**src/pfr_map.svh**
```systemverilog
/*
 Constants for the programmable and recovery frequency control bytes:
 byte indexes, field positions, reset values and pulse timing.
 Assumes it is included by its bare name from the design.
*/
`ifndef PFR_MAP_SVH
`define PFR_MAP_SVH

// ----------------------------------------
// Byte indexes on the management byte port
// ----------------------------------------
`define PFR_IDX_RECOV_SRC_M 8'h0c
`define PFR_IDX_RECOV_N 8'h0b
`define PFR_IDX_PROG_N 8'h0d
`define PFR_IDX_PROG_EN_M 8'h0e

// ----------------------------------------
// Field positions
// ----------------------------------------
`define PFR_BIT_RECOV_SRC 7
`define PFR_BIT_CUSTOM_EN 7
`define PFR_M_MSB 6

// ----------------------------------------
// Power-on values
// ----------------------------------------
`define PFR_RST_BYTE 8'h00

// ----------------------------------------
// Load strobe length in clock cycles
// ----------------------------------------
`define PFR_LOAD_PULSE_CYC 1

`endif

```
**src/pfr_pkg.sv**
```systemverilog
/*
 Types shared by the frequency control block and its bench.
 Assumes pfr_map.svh is on the include path.
*/
package pfr_pkg;

	// ----------------------------------------
	// Mode of the frequency selection
	// ----------------------------------------
	typedef enum logic {
		PFR_NORMAL,
		PFR_RECOVERY
	} pfr_mode_e;

	// ----------------------------------------
	// Byte write request
	// ----------------------------------------
	typedef struct packed {
		logic [7:0] index; // Byte index
		logic [7:0] data; // Byte value
	} pfr_wr_s;

	// ----------------------------------------
	// Selection handed to the synthesizer
	// ----------------------------------------
	typedef struct packed {
		logic use_divider; // 1: N/M words, 0: table code
		logic [7:0] n_word; // Feedback divider word
		logic [6:0] m_word; // Reference divider word
		logic [4:0] freq_code; // Table frequency code
		logic [4:0] ratio_code; // Output ratio code
	} pfr_freq_s;

endpackage : pfr_pkg

```
**src/pfr_ctrl.sv**
```systemverilog
/*
 Programmable and recovery frequency control for a clock synthesizer.
 Holds the divider bytes written over the management byte port, picks the
 frequency words and ratio code for the synthesizer core, and locks into
 recovery mode after a watchdog timeout.
 Assumes a byte-level management slave outside that presents one decoded
 write per strobe, a watchdog outside that pulses on timeout, and strap
 codes already latched at power-on.
*/
`include "pfr_map.svh"

// How it works
// - Source bit picks strap or recovery words
// - Timeout switches to recovery without host
// - Source one uses recovery N/M words
// - Override bit picks strap or software ratio
// - Upper byte bit 7 enables custom frequency
// - Custom enable uses programmed N/M words
// - M word write starts frequency load
// - Source bit 7, recovery M bits 6-0
// - Recovery locks; arm bit clear unlocks
// - Recovery N word in preceding byte
module pfr_ctrl
(
	// Clock and reset
	input wire logic clk_sys_in,
	input wire logic srst_in,
	// Management byte port
	input wire logic wr_en_in,
	input wire pfr_pkg::pfr_wr_s wr_in,
	input wire logic [7:0] rd_index_in,
	output logic [7:0] rd_data_out,
	// Loose control bits
	input wire logic [4:0] latched_strap_ratio_code_in,
	input wire logic [4:0] sw_ratio_code_in,
	input wire logic ratio_source_override_in,
	input wire logic watchdog_arm_bit_in,
	input wire logic wd_timeout_in,
	// Synthesizer side
	output pfr_pkg::pfr_freq_s freq_out,
	output logic load_out,
	output logic recovery_mode_out
);
	import pfr_pkg::*;

	// ----------------------------------------
	// Storage
	// ----------------------------------------
	logic [7:0] recov_n_q, recov_n_d; // Recovery N divider word
	logic [7:0] recov_sm_q, recov_sm_d; // Source bit and recovery M
	logic [7:0] prog_n_q, prog_n_d; // Programmed N word
	logic [7:0] prog_em_q, prog_em_d; // Enable bit and programmed M
	pfr_mode_e mode_q, mode_d; // Normal or recovery lock
	logic load_q, load_d; // Load strobe to core
	pfr_freq_s freq_q, freq_d; // Registered selection
	logic [7:0] rd_q, rd_d; // Read data

	// Accepted frequency writes are blocked while locked
	logic freq_wr_ok;
	assign freq_wr_ok = wr_en_in && (mode_q == PFR_NORMAL);

	// ----------------------------------------
	// Byte register next values
	// ----------------------------------------
	always_comb
	begin
		recov_n_d = recov_n_q;
		recov_sm_d = recov_sm_q;
		prog_n_d = prog_n_q;
		prog_em_d = prog_em_q;
		// Recovery bytes stay writable; they only matter after a timeout
		if (wr_en_in)
		begin
			if (wr_in.index == `PFR_IDX_RECOV_N)
				recov_n_d = wr_in.data;
			if (wr_in.index == `PFR_IDX_RECOV_SRC_M)
				recov_sm_d = wr_in.data;
		end
		if (freq_wr_ok)
		begin
			if (wr_in.index == `PFR_IDX_PROG_N)
				prog_n_d = wr_in.data;
			if (wr_in.index == `PFR_IDX_PROG_EN_M)
				prog_em_d = wr_in.data;
		end
	end

	// ----------------------------------------
	// Mode and load strobe next values
	// ----------------------------------------
	always_comb
	begin
		mode_d = mode_q;
		load_d = 1'b0;
		case (mode_q)
			PFR_NORMAL:
			begin
				if (wd_timeout_in && watchdog_arm_bit_in)
				begin
					mode_d = PFR_RECOVERY;
					load_d = 1'b1;
				end
				else if (freq_wr_ok && wr_in.index == `PFR_IDX_PROG_EN_M)
					load_d = 1'b1;
			end
			PFR_RECOVERY:
			begin
				if (!watchdog_arm_bit_in)
				begin
					mode_d = PFR_NORMAL;
					load_d = 1'b1;
				end
			end
			default:
				mode_d = PFR_NORMAL;
		endcase
	end

	// ----------------------------------------
	// Frequency selection
	// ----------------------------------------
	always_comb
	begin
		freq_d = '0;
		freq_d.ratio_code = ratio_source_override_in ? sw_ratio_code_in
			: latched_strap_ratio_code_in;
		freq_d.freq_code = freq_d.ratio_code;
		if (mode_d == PFR_RECOVERY)
		begin
			if (recov_sm_d[`PFR_BIT_RECOV_SRC])
			begin
				freq_d.use_divider = 1'b1;
				freq_d.n_word = recov_n_d;
				freq_d.m_word = recov_sm_d[`PFR_M_MSB:0];
			end
			else
				freq_d.freq_code = latched_strap_ratio_code_in;
		end
		else if (prog_em_d[`PFR_BIT_CUSTOM_EN])
		begin
			freq_d.use_divider = 1'b1;
			freq_d.n_word = prog_n_d;
			freq_d.m_word = prog_em_d[`PFR_M_MSB:0];
		end
		// output frozen while locked
		// Recovery bytes stay writable, but a write must not move a locked output
		if (mode_q == PFR_RECOVERY && mode_d == PFR_RECOVERY)
			freq_d = freq_q;
	end

	// ----------------------------------------
	// Read data, unmapped indexes read zero
	// ----------------------------------------
	always_comb
	begin
		case (rd_index_in)
			`PFR_IDX_RECOV_N: rd_d = recov_n_q;
			`PFR_IDX_RECOV_SRC_M: rd_d = recov_sm_q;
			`PFR_IDX_PROG_N: rd_d = prog_n_q;
			`PFR_IDX_PROG_EN_M: rd_d = prog_em_q;
			default: rd_d = 8'h00;
		endcase
	end

	// ----------------------------------------
	// Registers
	// ----------------------------------------
	always_ff @(posedge clk_sys_in)
	begin
		if (srst_in)
		begin
			recov_n_q <= `PFR_RST_BYTE;
			recov_sm_q <= `PFR_RST_BYTE;
			prog_n_q <= `PFR_RST_BYTE;
			prog_em_q <= `PFR_RST_BYTE;
			mode_q <= PFR_NORMAL;
			load_q <= 1'b0;
			freq_q <= '0;
			rd_q <= 8'h00;
		end
		else
		begin
			recov_n_q <= recov_n_d;
			recov_sm_q <= recov_sm_d;
			prog_n_q <= prog_n_d;
			prog_em_q <= prog_em_d;
			mode_q <= mode_d;
			load_q <= load_d;
			freq_q <= freq_d;
			rd_q <= rd_d;
		end
	end

	assign freq_out = freq_q;
	assign load_out = load_q;
	assign recovery_mode_out = (mode_q == PFR_RECOVERY);
	assign rd_data_out = rd_q;
endmodule : pfr_ctrl

```
**config.mk**
```make
export PLATFORM = sky130hd
export DESIGN_NAME = pfr_ctrl
export DESIGN_NICKNAME = d
export VERILOG_FILES = /design/src/pfr_pkg.sv /design/src/pfr_ctrl.sv
export VERILOG_INCLUDE_DIRS = /design/src
export SDC_FILE = /design/constraint.sdc
export NUM_CORES = 1
export LEC_CHECK = 0
export BUFFER_PORTS_ARGS = -buffer_cell sky130_fd_sc_hd__buf_2
export CORE_MARGIN = 1
export CORE_UTILIZATION = 50
export DETAILED_ROUTE_END_ITERATION = 12
export PLACE_DENSITY = 0.73
export SETUP_SLACK_MARGIN = 0.1
export SYNTH_ARGS = -nofsm -noshare
export SYNTH_HDL_FRONTEND = slang
export SYNTH_SLANG_ARGS = --single-unit
```
**constraint.sdc**
```tcl
create_clock -name clk_sys_in -period 1.8 [get_ports clk_sys_in]
set_input_delay 0.09 -clock clk_sys_in [delete_from_list [all_inputs] [get_ports clk_sys_in]]
set_output_delay 0.09 -clock clk_sys_in [all_outputs]
set_load 0.01 [all_outputs]
```
Word level (Yosys, flattened, before mapping)
Index checks and enable logic that the tools add are counted.
{ "word_totals": {"register_bits": 68, "out_inout_bits": 36, "wordCells": 47} }
{ "classes": {"n_eq_ne": 8, "muxes": 22, "bitwise": 1, "n_reduce_logical": 4} }
{ "op_table": {"columns": ["op", "n"], "rows": [
  ["== test 8 x 4 -> 1 bit, second input constant", 8],
  ["two-way mux 8 bit", 8],
  ["two-way mux 16 bit", 3],
  ["one-hot mux 8 bit (4 select lines)", 1],
  ["two-way mux 5 bit", 3],
  ["two-way mux 1 bit", 5],
  ["logical AND 1 bit", 4],
  ["one-hot mux 1 bit (2 select lines)", 2],
  ["NOT 1 bit", 1]
]} }

Longest topological paths before layout
{ "logic_depth": {"ltp_word": 6, "mapped_depth": 8, "ltp_nobuf": 4} }

Least setup slack after synthesis
OpenSTA, ideal clock, no wires.
{ "synth_path": {"path_kind": "input port to flip-flop", "start": "input port wr_in[13] (netlist bit)", "end": "register freq_q, in the netlist freq_out[15]", "setup_ns": 0.147, "t_arrival_ns": 1.676, "t_required_ns": 1.653, "slack_ns": -0.023, "path_stages": 7, "n_path_buf": 3, "path_cell_list": "or4b_4 buf_6 o31a_1 clkbuf_1 buf_2 o221ai_2 a311oi_2"} }
{ "synth_via": {"elab_chain_len": 5} }
{ "synth_rtl": {"columns": ["item", "line", "source"], "rows": [
  ["start: declaration", "pfr_ctrl.sv:30", "input wire pfr_pkg::pfr_wr_s wr_in,"],
  ["== test 8 x 4 -> 1 bit (no line)", null, null],
  ["two-way mux 8 bit (on tied branches)", "pfr_ctrl.sv:83, pfr_ctrl.sv:76", null],
  ["two-way mux 8 bit (on tied branches)", "pfr_ctrl.sv:79, pfr_ctrl.sv:72", null],
  ["two-way mux 16 bit (on tied branches)", "pfr_ctrl.sv:139, pfr_ctrl.sv:130", null],
  ["two-way mux 16 bit (*)", "pfr_ctrl.sv:128", "if (mode_d == PFR_RECOVERY)"],
  ["end signal: assignment", "pfr_ctrl.sv:189", "freq_q <= freq_d;"],
  ["end: declaration", "pfr_ctrl.sv:55", "pfr_freq_s freq_q, freq_d;"]
]} }
Mark *: on every way between the ends. The rest lies on a longest branch, timed or not.
A chain may end at the register's enable or synchronous reset.

Final worst setup path
{ "layout_path": {"start": "input port wr_in[15] (netlist bit)", "end": "register freq_q, in the netlist freq_out[12]"} }
Same word-level chain as after synthesis.

==> results.ini <==
[outcome]
status = completed

[logic_synthesis]
synthMuxAreaShare_pct = 1.54
synthXorXnorAreaFrac_pct = 0.240
syn-cell-area_um2 = 3650
async_reset_ff_share_pct = 0
yosys.area_share.adder_pct = 0
ys_warn_count = 0
yosysUniqueCellTypes = 51
synth_cells = 390
syn_nets = 430
synth_flop_cell = dfxtp_1
synth-edff-count = 0
synth-compound-area-share_pct = 34.8
synth_top_family_by_area = compound AO/OA/AOI/OAI gates
ys_seq_elements = 68
ys_seq_area_share_pct = 37.3
synthSimpleGateAreaFrac_pct = 20.1
syn_avg_cell_area_um2 = 9.37

[final_layout]
final_cells = 594
area_delta_synth_final_pct = 36.2
layout.nets = 533
post_route_cells_drive_above_1_share_pct = 48.0
fin_util_pct = 71.6
final_cell_area_um2 = 4970
antennaDiodeCount = 0

[floorplan]
die-area_um2 = 7650
initial_core_util_pct = 52.6
core_area_um2 = 6940
ios = 76
die_h_um = 87.5
placementRows = 30
die_x_um = 87.5

[place]
postPlaceCellArea_um2 = 4510
hpwl_mm = 8.07
numPortBuffers = 75
dp.cells = 575
place_congestion = 0.876

[grt]
grt_max_degree = 40
grt_pass1_vias = 3655
grt_pass1_wl_mm = 18.0
antenna_found_initial = 0
track_usage_pct = 31.1
overflow = 0

[worst_setup_path]
max_stage_delay_ns = 0.60
crit_path_end_kind = flop
cp-start-kind = input port
path_common_cell = buf_6
worst_path_max_delay_cell = or4b_4
arrival_ns = 1.97
worstSetupPathType = in2reg
path_delay_family = simple AND/OR/NAND/NOR gates
critPathBufInv = 3
cp.required_ns = 2.07
crit_chain = buf_6 > or4b_4 > buf_6 > nor4_4 > buf_6 > a2bb2o_2 > a311oi_2
worst-path-max-fanout = 8

[clock_network]
cts.htree.levels = 3
hold_buffers = 0
clk_pin_slew_worst_paths_ns = 0.08
cts_buffers = 9
cts.sinks = 68
cts_tree = built
root_buffer = clkbuf_8
clkLatencyLatePin_ns = 0.36
clock_path_buffers = 2

[power]
switching_power_mw = 0.917
totalPowerFinal_mw = 3.26
peakVddDrop_mv = 0.441
netSwitchingFraction_pct = 28.1
clkPwrFrac_pct = 39.8
leakage_nw = 1.85
pwr-share-seq_pct = 47.5
pwr-share-comb_pct = 12.7
powerDensity_nw_per_um2 = 655
p_int_mw = 2.34

[timing]
hold_viol_final = 0
slew_violations = 0
period_minus_slack_ns = 1.70
period_share_pct = 94.6
tightest_slew_ns = 0.510
maxSlewHeadroom_pct = 65.7
fmax_mhz = 587
skew_ns = 0.0120
setup_violations = 0
finalSetupTns_ns = 0
rsz0062_at_grt = yes

[routing]
postRouteAntennaNets = 0
wl_mm = 12.0
dr.first_iter.drc_count = 326
routedWlPerCell_um = 20.2
viasPerCell = 6.50
drc_errors = 0
via_count = 3863
firstDrtPassIters = 5

[flow_run]
max_cap_viol_count = 0

[hold_path]
hp-class = in2reg

[kinds of logic after synthesis]
kind of cell | Yosys count
AOI/OAI and AO/OA | 145
and+or+nand+nor | 122
DFF | 68
buffers and inverters | 49
muxes | 5
xor gates and xnor gates | 1
[cell usage after synthesis, types with 2 or more instances]
master,n,area [µm²]
a311oi_1,12,105
nor3b_1,5,37.5
dfxtp_1,68,1360
nor4_1,21,131
buf_2,4,20.0
clkbuf_1,28,105
o21ai_0,2,10.0
buf_1,4,15.0
a2bb2o_1,6,60.1
and3b_1,2,17.5
inv_1,8,30.0
nand4_1,16,100
o31a_1,21,184
nor4_4,2,42.5
nand2_1,8,30.0
a311oi_2,3,45.0
a21oi_1,19,95.1
a22oi_1,16,120
o22ai_1,5,31.3
o211ai_1,6,45.0
nand4b_1,2,17.5
a2bb2o_4,3,60.1
o21ba_2,20,200
o221ai_1,7,61.3
nand3b_1,7,52.6
nor2b_1,4,25.0
buf_6,4,45.0
mux2_2,5,56.3
o31ai_1,10,75.1
nor3_1,7,35.0
nor2_1,30,113
o221ai_2,8,120
or2_2,9,56.3
[cell usage in the layout, fill, tap and decap left out, types with 9 or more instances in the layout]
cell type  count
a21oi_1       19
o31ai_1        9
nor2_1        30
buf_2         73
nor4_2        15
clkbuf_8       9
o31a_1        21
a22oi_1       16
nand4_1       16
or2_2          9
a311oi_2      11
buf_4         49
dfxtp_1       67
o21ba_2       20
[state kept, by name (all words and copies together), names as in the netlist]
name               cells
prog_n_q               8
load_out               1
prog_em_q              8
recovery_mode_out      1
freq_out              26
rd_data_out            8
recov_n_q              8
recov_sm_q             8
[per-layer routing]
metal	GRT usage (%)	wire length, µm	up-vias	share of wire (%)
li1	-	-	1751	-
met1	41.0	4980	1862	42
met2	48.1	5640	208	47
met3	5.12	925	42	7.7
met4	17.7	446	0	3.7
met5	0	0	-	0
[worst register-to-register path, stage by stage, from the launching register on]
cell,delay (ns)
dfxtp_2,0.34
nand4bb_4,0.24
buf_4,0.20
nor4_2,0.33
o221ai_4,0.20
a311oi_2,0.28
[final cells by class]
cell class | count | area, µm²
multi-input combinational | 273 | 2360
fill | 535 | 1970
sequential | 68 | 1360
timing repair buffer | 133 | 906
clock buffer | 9 | 124
tap | 96 | 120
clock inverter | 7 | 75.1
inverter | 8 | 30.0
[stage by stage]
stage	hold WS, ns	worst slack [ns]
finish	0.0672	0.0978
global route	0.0842	0.0147
CTS	0.0284	0.104
detailed placement	0.400	-0.229
global placement	0.390	-0.191
floorplan	0.256	0.0297
[power groups by stage]
stage | sequential, mW | combinational (mW) | clock, mW
6_report | 1.55 | 0.413 | 1.30
5_1_grt | 1.55 | 0.441 | 1.37
4_1_cts | 1.55 | 0.383 | 1.29
3_5_place_dp | 1.58 | 0.379 | 0
3_3_place_gp | 1.58 | 0.374 | 0
2_1_floorplan | 1.59 | 0.194 | 0
[worst paths after layout]
path	from	to	slack (ns)	depth (start not counted)
setup reg to reg	recovery_mode_out$_SDFF_PP0_	freq_out[13]$_SDFFE_PP0N_	0.13	5
hold reg to reg	freq_out[25]$_SDFFE_PP0N_	freq_out[25]$_SDFFE_PP0N_	0.49	2
setup / recovery	wr_in[15]	freq_out[12]$_SDFFE_PP0N_	0.1	7
hold / removal	wr_in[5]	recov_sm_q[5]$_SDFF_PP0_	0.07	3
[timing repair]
action,4_1_cts,5_1_grt
gates cloned,0,1
gates resized for setup,2,35
pin swaps,1,13
endpoints found under the setup margin,10,15
buffers inserted,1,1
No activity file was read; power rests on OpenSTA's default activity.
